`src/core/crs_pkg.sv`:
```
/*
  Constants, state encodings and state types shared by the CPU register set.
  Assumes a single 40 MHz CPU clock and an active-low asynchronous reset.
*/
package crs_pkg;

  localparam int CRS_WORD_W = 32;
  localparam int CRS_GPR_COUNT = 16;
  localparam int CRS_SEL_W = 4;
  localparam int CRS_VEC_NUM_W = 8;
  localparam int CRS_CTRL_SEL_W = 2;

  localparam logic [CRS_SEL_W-1:0] CRS_INDEX_GPR = 4'h0;
  localparam logic [CRS_SEL_W-1:0] CRS_STACK_GPR = 4'hF;

  // Status word layout
  localparam int CRS_STATUS_T_BIT = 0;
  localparam int CRS_STATUS_S_BIT = 1;
  localparam int CRS_STATUS_MASK_LO = 4;
  localparam int CRS_STATUS_MASK_HI = 7;
  localparam int CRS_STATUS_Q_BIT = 8;
  localparam int CRS_STATUS_M_BIT = 9;
  localparam logic [CRS_WORD_W-1:0] CRS_STATUS_IMPL_BITS = 32'h000003F3;
  localparam logic [CRS_WORD_W-1:0] CRS_STATUS_RESET = 32'h000000F0;

  localparam logic [CRS_WORD_W-1:0] CRS_VBASE_RESET = 32'h00000000;
  localparam logic [CRS_WORD_W-1:0] CRS_WORD_ZERO = 32'h00000000;

  // Vector table entries fetched after reset, relative to the vector base
  localparam logic [CRS_WORD_W-1:0] CRS_VEC_PC_OFFSET = 32'h00000000;
  localparam logic [CRS_WORD_W-1:0] CRS_VEC_SP_OFFSET = 32'h00000004;
  // One stack slot is one long word
  localparam logic [CRS_WORD_W-1:0] CRS_STACK_SLOT = 32'h00000004;
  localparam logic [1:0] CRS_VEC_SCALE_PAD = 2'h0;

  localparam logic [CRS_CTRL_SEL_W-1:0] CRS_CTRL_STATUS = 2'h0;
  localparam logic [CRS_CTRL_SEL_W-1:0] CRS_CTRL_GBASE = 2'h1;
  localparam logic [CRS_CTRL_SEL_W-1:0] CRS_CTRL_VBASE = 2'h2;

  typedef enum logic [2:0] {
    CRS_FETCH_PC = 3'h1,
    CRS_FETCH_SP = 3'h2,
    CRS_RUN = 3'h4
  } crs_phase_t;

  typedef struct packed {
    logic [CRS_GPR_COUNT-1:0][CRS_WORD_W-1:0] regs;
  } crs_gpr_state_t;

  typedef struct packed {
    crs_phase_t phase;
    logic vec_req;
    logic [CRS_WORD_W-1:0] vec_addr;
    logic ready;
    logic [CRS_WORD_W-1:0] status_word;
    logic [CRS_WORD_W-1:0] global_base;
    logic [CRS_WORD_W-1:0] vector_base;
    logic [CRS_WORD_W-1:0] mac_high;
    logic [CRS_WORD_W-1:0] mac_low;
    logic [CRS_WORD_W-1:0] return_link;
    logic [CRS_WORD_W-1:0] pc;
    logic [CRS_WORD_W-1:0] rd_a;
    logic [CRS_WORD_W-1:0] rd_b;
    logic [CRS_WORD_W-1:0] index_val;
    logic [CRS_WORD_W-1:0] stack_val;
    logic [CRS_WORD_W-1:0] push_addr;
    logic [CRS_WORD_W-1:0] gbase_ea;
    logic [CRS_WORD_W-1:0] exc_vec_addr;
  } crs_core_state_t;

endpackage

```
`src/core/crs_gpr_if.sv`:
```
/*
  Carrier between the register set core and its general register array.
  Assumes both ends run on the same CPU clock.
*/
`timescale 1ns/10ps
interface crs_gpr_if;
  import crs_pkg::*;
  logic wr_en;
  logic [CRS_SEL_W-1:0] wr_sel;
  logic [CRS_WORD_W-1:0] wr_data;
  logic [CRS_SEL_W-1:0] rd_a_sel;
  logic [CRS_SEL_W-1:0] rd_b_sel;
  logic [CRS_WORD_W-1:0] rd_a_data;
  logic [CRS_WORD_W-1:0] rd_b_data;
  logic [CRS_WORD_W-1:0] index_data;
  logic [CRS_WORD_W-1:0] stack_data;

  modport array (input wr_en, wr_sel, wr_data, rd_a_sel, rd_b_sel,
    output rd_a_data, rd_b_data, index_data, stack_data);
  modport core (output wr_en, wr_sel, wr_data, rd_a_sel, rd_b_sel,
    input rd_a_data, rd_b_data, index_data, stack_data);
endinterface

```
`src/core/crs_gpr_file.sv`:
```
/*
  General register array: sixteen long words, one write and two read ports.
  Assumes the core arbitrates the write port; reads are combinational.
*/
`timescale 1ns/10ps
module crs_gpr_file
  import crs_pkg::*;
(
  input wire logic clk,
  input wire logic nrst,
  crs_gpr_if.array gif
);

  crs_gpr_state_t state;
  crs_gpr_state_t next_state;

  always_comb begin
    next_state = state;
    if (gif.wr_en) begin
      next_state.regs[gif.wr_sel] = gif.wr_data;
    end
  end

  always_ff @(posedge clk or negedge nrst) begin
    if (!nrst) begin
      state <= '0;
    end else begin
      state <= next_state;
    end
  end

  // Two independent read ports alongside the write port
  assign gif.rd_a_data = state.regs[gif.rd_a_sel];
  assign gif.rd_b_data = state.regs[gif.rd_b_sel];
  assign gif.index_data = state.regs[CRS_INDEX_GPR];
  assign gif.stack_data = state.regs[CRS_STACK_GPR];

endmodule

```
`src/core/crs_register_set.sv`:
```
/*
  Architectural register set of the CPU core: general registers, control
  registers, system registers and the reset-time vector fetch.
  Assumes the pipeline and exception sequencer drive the write and select
  ports synchronously to CLK, and that the memory system answers vector
  reads with a one-cycle VEC_ACK carrying VEC_RDATA.
*/
`timescale 1ns/10ps
module crs_register_set
  import crs_pkg::*;
#(
  parameter logic [CRS_WORD_W-1:0] VEC_PC_OFFSET = CRS_VEC_PC_OFFSET,
  parameter logic [CRS_WORD_W-1:0] VEC_SP_OFFSET = CRS_VEC_SP_OFFSET
)
(
  input wire logic CLK,
  input wire logic NRST,
  // General register write port
  input wire logic GPR_WE,
  input wire logic [CRS_SEL_W-1:0] GPR_WSEL,
  input wire logic [CRS_WORD_W-1:0] GPR_WDATA,
  // General register read ports
  input wire logic [CRS_SEL_W-1:0] GPR_RSEL_A,
  input wire logic [CRS_SEL_W-1:0] GPR_RSEL_B,
  output logic [CRS_WORD_W-1:0] GPR_RDATA_A,
  output logic [CRS_WORD_W-1:0] GPR_RDATA_B,
  output logic [CRS_WORD_W-1:0] INDEX_DATA,
  output logic [CRS_WORD_W-1:0] STACK_PTR,
  output logic [CRS_WORD_W-1:0] STACK_PUSH_ADDR,
  // Control registers
  input wire logic CTRL_WE,
  input wire logic [CRS_CTRL_SEL_W-1:0] CTRL_SEL,
  input wire logic [CRS_WORD_W-1:0] CTRL_WDATA,
  output logic [CRS_WORD_W-1:0] STATUS_WORD,
  output logic [CRS_WORD_W-1:0] GLOBAL_BASE,
  output logic [CRS_WORD_W-1:0] VECTOR_BASE,
  input wire logic [CRS_WORD_W-1:0] GBASE_DISP,
  output logic [CRS_WORD_W-1:0] GBASE_EA,
  input wire logic [CRS_VEC_NUM_W-1:0] EXC_VEC_NUM,
  output logic [CRS_WORD_W-1:0] EXC_VEC_ADDR,
  // System registers
  input wire logic MAC_WE,
  input wire logic [CRS_WORD_W-1:0] MAC_HIGH_WDATA,
  input wire logic [CRS_WORD_W-1:0] MAC_LOW_WDATA,
  output logic [CRS_WORD_W-1:0] MAC_HIGH,
  output logic [CRS_WORD_W-1:0] MAC_LOW,
  input wire logic CALL_EN,
  input wire logic [CRS_WORD_W-1:0] CALL_RET_ADDR,
  input wire logic LINK_WE,
  input wire logic [CRS_WORD_W-1:0] LINK_WDATA,
  output logic [CRS_WORD_W-1:0] RETURN_LINK,
  input wire logic PC_WE,
  input wire logic [CRS_WORD_W-1:0] PC_WDATA,
  output logic [CRS_WORD_W-1:0] PROGRAM_COUNTER,
  // Reset-time vector table read
  output logic VEC_REQ,
  output logic [CRS_WORD_W-1:0] VEC_ADDR,
  input wire logic VEC_ACK,
  input wire logic [CRS_WORD_W-1:0] VEC_RDATA,
  output logic READY
);

  crs_core_state_t state;
  crs_core_state_t next_state;

  crs_gpr_if gif ();

  crs_gpr_file u_gpr_file (
    .clk(CLK),
    .nrst(NRST),
    .gif(gif)
  );

  logic init_sp_load;
  logic gpr_wr_en;
  logic [CRS_SEL_W-1:0] gpr_wr_sel;
  logic [CRS_WORD_W-1:0] gpr_wr_data;

  // Value a general register will hold after this edge
  function automatic logic [CRS_WORD_W-1:0] gpr_fwd(
    input logic [CRS_SEL_W-1:0] sel,
    input logic [CRS_WORD_W-1:0] cur,
    input logic we,
    input logic [CRS_SEL_W-1:0] wsel,
    input logic [CRS_WORD_W-1:0] wdata
  );
    logic [CRS_WORD_W-1:0] val;
    val = cur;
    if (we && (wsel == sel)) begin
      val = wdata;
    end
    return val;
  endfunction

  // Only implemented status bits can change; reserved bits stay zero
  function automatic logic [CRS_WORD_W-1:0] status_clean(
    input logic [CRS_WORD_W-1:0] value
  );
    return value & CRS_STATUS_IMPL_BITS;
  endfunction

  // Stack pointer comes from the vector table before the pipeline runs
  always_comb begin
    init_sp_load = (state.phase == CRS_FETCH_SP) && VEC_ACK;
    if (init_sp_load) begin
      gpr_wr_en = 1'b1;
      gpr_wr_sel = CRS_STACK_GPR;
      gpr_wr_data = VEC_RDATA;
    end else begin
      gpr_wr_en = GPR_WE && state.ready;
      gpr_wr_sel = GPR_WSEL;
      gpr_wr_data = GPR_WDATA;
    end
  end

  assign gif.wr_en = gpr_wr_en;
  assign gif.wr_sel = gpr_wr_sel;
  assign gif.wr_data = gpr_wr_data;
  assign gif.rd_a_sel = GPR_RSEL_A;
  assign gif.rd_b_sel = GPR_RSEL_B;

  always_comb begin
    logic [CRS_WORD_W-1:0] sp_next;
    logic [CRS_WORD_W-1:0] vbase_next;
    logic [CRS_WORD_W-1:0] gbase_next;
    sp_next = CRS_WORD_ZERO;
    vbase_next = CRS_WORD_ZERO;
    gbase_next = CRS_WORD_ZERO;
    next_state = state;

    case (state.phase)
      CRS_FETCH_PC: begin
        next_state.vec_req = 1'b1;
        if (VEC_ACK) begin
          next_state.pc = VEC_RDATA;
          next_state.vec_addr = state.vector_base + VEC_SP_OFFSET;
          next_state.phase = CRS_FETCH_SP;
        end
      end
      CRS_FETCH_SP: begin
        if (VEC_ACK) begin
          next_state.vec_req = 1'b0;
          next_state.ready = 1'b1;
          next_state.phase = CRS_RUN;
        end
      end
      CRS_RUN: begin
        next_state.vec_req = 1'b0;
        next_state.ready = 1'b1;
        if (CTRL_WE) begin
          case (CTRL_SEL)
            CRS_CTRL_STATUS: begin
              next_state.status_word = status_clean(CTRL_WDATA);
            end
            CRS_CTRL_GBASE: begin
              next_state.global_base = CTRL_WDATA;
            end
            CRS_CTRL_VBASE: begin
              next_state.vector_base = CTRL_WDATA;
            end
            default: begin
              next_state.status_word = state.status_word;
            end
          endcase
        end
        if (MAC_WE) begin
          next_state.mac_high = MAC_HIGH_WDATA;
          next_state.mac_low = MAC_LOW_WDATA;
        end
        // A call takes precedence over a plain move into the link
        if (CALL_EN) begin
          next_state.return_link = CALL_RET_ADDR;
        end else if (LINK_WE) begin
          next_state.return_link = LINK_WDATA;
        end
        if (PC_WE) begin
          next_state.pc = PC_WDATA;
        end
      end
      default: begin
        next_state.phase = CRS_FETCH_PC;
        next_state.vec_req = 1'b1;
        next_state.vec_addr = state.vector_base + VEC_PC_OFFSET;
        next_state.ready = 1'b0;
      end
    endcase

    // Registered read ports see a same-cycle write
    next_state.rd_a = gpr_fwd(GPR_RSEL_A, gif.rd_a_data, gpr_wr_en, gpr_wr_sel,
      gpr_wr_data);
    next_state.rd_b = gpr_fwd(GPR_RSEL_B, gif.rd_b_data, gpr_wr_en, gpr_wr_sel,
      gpr_wr_data);
    next_state.index_val = gpr_fwd(CRS_INDEX_GPR, gif.index_data, gpr_wr_en, gpr_wr_sel,
      gpr_wr_data);
    sp_next = gpr_fwd(CRS_STACK_GPR, gif.stack_data, gpr_wr_en, gpr_wr_sel, gpr_wr_data);
    next_state.stack_val = sp_next;
    next_state.push_addr = sp_next - CRS_STACK_SLOT;

    vbase_next = next_state.vector_base;
    gbase_next = next_state.global_base;
    next_state.gbase_ea = gbase_next + GBASE_DISP;
    next_state.exc_vec_addr = vbase_next + {{(CRS_WORD_W-CRS_VEC_NUM_W-
      $bits(CRS_VEC_SCALE_PAD)){1'b0}}, EXC_VEC_NUM, CRS_VEC_SCALE_PAD};
  end

  always_ff @(posedge CLK or negedge NRST) begin
    if (!NRST) begin
      state.phase <= CRS_FETCH_PC;
      state.vec_req <= 1'b1;
      state.vec_addr <= CRS_VBASE_RESET + VEC_PC_OFFSET;
      state.ready <= 1'b0;
      state.status_word <= CRS_STATUS_RESET;
      state.global_base <= CRS_WORD_ZERO;
      state.vector_base <= CRS_VBASE_RESET;
      state.mac_high <= CRS_WORD_ZERO;
      state.mac_low <= CRS_WORD_ZERO;
      state.return_link <= CRS_WORD_ZERO;
      state.pc <= CRS_WORD_ZERO;
      state.rd_a <= CRS_WORD_ZERO;
      state.rd_b <= CRS_WORD_ZERO;
      state.index_val <= CRS_WORD_ZERO;
      state.stack_val <= CRS_WORD_ZERO;
      state.push_addr <= CRS_WORD_ZERO;
      state.gbase_ea <= CRS_WORD_ZERO;
      state.exc_vec_addr <= CRS_WORD_ZERO;
    end else begin
      state <= next_state;
    end
  end

  assign GPR_RDATA_A = state.rd_a;
  assign GPR_RDATA_B = state.rd_b;
  assign INDEX_DATA = state.index_val;
  assign STACK_PTR = state.stack_val;
  assign STACK_PUSH_ADDR = state.push_addr;
  assign STATUS_WORD = state.status_word;
  assign GLOBAL_BASE = state.global_base;
  assign VECTOR_BASE = state.vector_base;
  assign GBASE_EA = state.gbase_ea;
  assign EXC_VEC_ADDR = state.exc_vec_addr;
  assign MAC_HIGH = state.mac_high;
  assign MAC_LOW = state.mac_low;
  assign RETURN_LINK = state.return_link;
  assign PROGRAM_COUNTER = state.pc;
  assign VEC_REQ = state.vec_req;
  assign VEC_ADDR = state.vec_addr;
  assign READY = state.ready;

endmodule

```
`config.mk`:
```
export PLATFORM = sky130hd
export DESIGN_NAME = crs_register_set
export DESIGN_NICKNAME = d
export VERILOG_FILES = /design/src/core/crs_pkg.sv /design/src/core/crs_gpr_if.sv /design/src/core/crs_gpr_file.sv /design/src/core/crs_register_set.sv
export SDC_FILE = /design/constraint.sdc
export NUM_CORES = 2
export LEC_CHECK = 0
export BUFFER_PORTS_ARGS = -buffer_cell sky130_fd_sc_hd__buf_4
export CAP_MARGIN = 5
export CORE_ASPECT_RATIO = 1.25
export CORE_MARGIN = 2
export CORE_UTILIZATION = 35
export CTS_CLUSTER_SIZE = 16
export DETAILED_ROUTE_END_ITERATION = 12
export SLEW_MARGIN = 20
export SYNTH_ARGS = -nofsm -noshare
export SYNTH_HDL_FRONTEND = slang
export SYNTH_HIERARCHICAL = 1
export SYNTH_SLANG_ARGS = --single-unit
```
`constraint.sdc`:
```
create_clock -name CLK -period 5.16 [get_ports CLK]
set_input_delay 1.032 -clock CLK [delete_from_list [all_inputs] [get_ports CLK]]
set_output_delay 1.032 -clock CLK [all_outputs]
set_load 0.005 [all_outputs]
```
==> impl_metrics.py <==
metrics = {
    "clock_network": {
        "cts_buffer_depth": 3,
        "cts_inserted_buffers": 97,
        "cts_root_buf": "clkbuf_16",
        "h-tree-depth": 3,
        "cts_hold_buffers": 0,
        "cts_tree": "yes",
        "clk_latency_ns": 0.73,
        "cts-resized-gates": 0,
        "path_clk_slew_ns": 0.07,
        "clock-sinks": 969,
        "postCtsSetupBuffers": 0,
    },
    "synth": {
        "yosysTopAreaCellShare": 0.468,
        "yosys_warnings": 6,
        "ys_seq_area_frac": 0.471,
        "yosysTopAreaCell": "dfrtp_1",
        "avgSynthCellArea_um2": 12.3,
        "syn_area_um2": 51500,
        "synth_area_leaders": "dfrtp_1 (47%), mux2_2 (13%), mux4_2 (11%), buf_4 (7.9%), nand2_1 (2.5%)",
        "async_reset_ff_frac": 1.00,
        "synth_edf_count": 0,
        "ys_dominant_reg_cell": "dfrtp_1",
        "synth_seq_cells": 969,
        "synth_cell_type_count": 84,
        "postSynthCellCount": 4190,
    },
    "sta": {
        "worst_hold_slack_ns": 0.319,
        "hold_violations": 0,
        "fin_crit_sh": 0.848,
        "fin_ws_ns": 0.784,
        "grt_setup_unrepaired": "false",
        "worst_pin_slew_ns": 1.01,
        "clock.fmax_mhz": 229,
        "post-route-min-period_ns": 4.38,
        "fin_tns_setup_ns": 0,
        "setup_viol": 0,
        "final-max-slew-violation-count": 0,
        "relSlewSlack": 0.325,
        "clock_skew_ns": 0.0437,
    },
    "floorplanning": {
        "dieHeight_um": 433,
        "num_rows": 157,
        "coreArea_um2": 146000,
        "start_util": 0.352,
        "ios": 801,
        "die_w_um": 347,
        "dieArea_um2": 150000,
    },
    "setup_path": {
        "critPathRequiredTime_ns": 5.76,
        "crit_fanout": 32,
        "crit_type": "flip-flop to flip-flop",
        "start_kind": "flip-flop",
        "endpoint_kind": "flip-flop",
        "arrival_ns": 4.98,
    },
    "cells_and_area": {
        "final_cell_mix": "dfrtp_1 (963), buf_4 (843), mux2_2 (612)",
        "regArea_um2": 24300,
        "multi_input_area_um2": 21900,
        "syn_to_final_growth_pct": 14.9,
        "nets": 4732,
        "utilization": 0.404,
        "nFillCells": 13800,
        "final_common_cell": "dfrtp_1",
        "diodes": 0,
        "layout-drive-gt1-share": 0.442,
    },
    "drt": {
        "wirelength_mm": 196,
        "via_per_inst": 5.53,
        "routedWlPerCell_um": 30.9,
        "antenna_left": 0,
        "firstDrtPassIters": 5,
        "drt_iter0_drc": 2852,
        "drc": 0,
        "vias": 35100,
    },
    "power": {
        "leakagePower_nw": 28.1,
        "powerDensity_nw_per_um2": 508,
        "power.total_mw": 30.0,
        "max-vdd-ir-drop_mv": 0.272,
    },
    "global_route": {
        "grt_pass1_wl_mm": 274,
        "antenna_found_initial": 35,
        "track_usage": 0.256,
        "grt_pass1_vias": 36000,
        "overflow": 0,
        "grt_max_degree": 124,
    },
    "placement": {
        "dp_hpwl_mm": 144,
        "globalplace.congestion": 1.03,
        "port_buffers": 776,
        "place_ws_ns": 0.565,
    },
    "worst_hold_path": {
        "hold_path.class": "primary input to asynchronous set/reset pin",
    },
    "run": {
        "drv_cap": 0,
    },
    "run_status": {
        "status": "finished, final reports clean",
    },
}
[worst max-delay path: stages (launching register included)]
cell and delay, ns:
dfstp_2 0.78, nor2_4 0.11, nand4b_1 0.17, buf_12 0.24, mux2_2 0.37, ha_1 0.34, and3_1 0.27, a221o_1 0.35
a41o_1 0.24, a21o_1 0.20, o41ai_4 0.53, o21ai_1 0.15, o221ai_1 0.23, xnor3_1 0.25
[power by group]
part	switching [mW]	internal, mW	total [mW]
clock	3.26	4.44	7.70
sequential	2.15	10.3	12.4
combinational	4.78	5.14	9.92
total	10.2	19.8	30.0
[path summary, 6_finish.rpt]
path / startpoint / endpoint / slack [ns] / depth (start not counted)
worst min-delay path: NRST / MAC_HIGH[27] / 0.32 / 1
worst min register to register: RETURN_LINK[22] / RETURN_LINK[22] / 0.48 / 2
worst max register to register: state[482] / GBASE_EA[31] / 0.78 / 13
max in group asynchronous: NRST / u_gpr_file/state[67] / 3.54 / 2
worst max-delay path: state[482] / GBASE_EA[31] / 0.78 / 13
min in group CLK: RETURN_LINK[22] / RETURN_LINK[22] / 0.48 / 2
[state kept, by name, summed over array words and instances, names as in the netlist]
register	count
READY	1
GBASE_EA	32
VEC_REQ	1
STACK_PUSH_ADDR	32
GLOBAL_BASE	32
MAC_LOW	32
INDEX_DATA	32
RETURN_LINK	32
VECTOR_BASE	30
u_gpr_file/gif.stack_data	32
EXC_VEC_ADDR	32
STATUS_WORD	8
VEC_ADDR	32
u_gpr_file/state	448
GPR_RDATA_A	32
GPR_RDATA_B	32
PROGRAM_COUNTER	32
u_gpr_file/gif.index_data	32
state	3
MAC_HIGH	32
STACK_PTR	30
[layer usage]
metal | global-route usage | wire [µm] | up-vias
li1 | - | - | 14700
met1 | 0.301 | 73000 | 18200
met2 | 0.407 | 91200 | 1597
met3 | 0.0739 | 16300 | 518
met4 | 0.174 | 15400 | 48
met5 | 0 | 322 | -
[cell type report]
type	instances	area share
Timing Repair Buffer	871	0.116
Clock buffer	130	0.0462
Sequential cell	969	0.410
Inverter	78	0.00495
Clock inverter	48	0.0114
Tap cell	1908	0.0404
Multi-Input combinational cell	2353	0.371
[Yosys cell counts, types with 14 or more instances]
cell      instances
nand2_1         343
mux2_2          612
inv_1            78
nor2_1          128
nand2b_1         15
clkbuf_1        163
mux4_2          256
a21oi_1          86
xnor2_1          63
dfrtp_1         963
mux2i_1         109
a22oi_1         129
a21o_1           24
nand3_1          41
and3_1           14
ha_1             41
nand4_1          18
buf_1            15
o21ai_0         197
buf_4           545
nor3_1           34
xor2_1           44
buf_2            84
[logic make-up (layout without fill, tap and decap cells)]
group / Yosys count / count (layout) / synth area share
fa+ha+maj: 43 / 43 / 0.0107
flops: 969 / 969 / 0.471
compound gates: 519 / 519 / 0.0626
xor+xnor: 108 / 108 / 0.0186
simple gates: 674 / 674 / 0.0604
mux: 985 / 985 / 0.269
other cells: 1 / 24 / 0.0000728
buf+inv: 891 / 1127 / 0.108
[stage by stage]
stage | area [µm²] | cells
after CTS | 59100 | 6357
after detailed placement | 55700 | 6179
after floorplan | 51600 | 4213
after global routing | 59200 | 6357
after global placement | 55700 | 6179
final | 59200 | 6357
No activity file was read; power rests on OpenSTA's default activity.
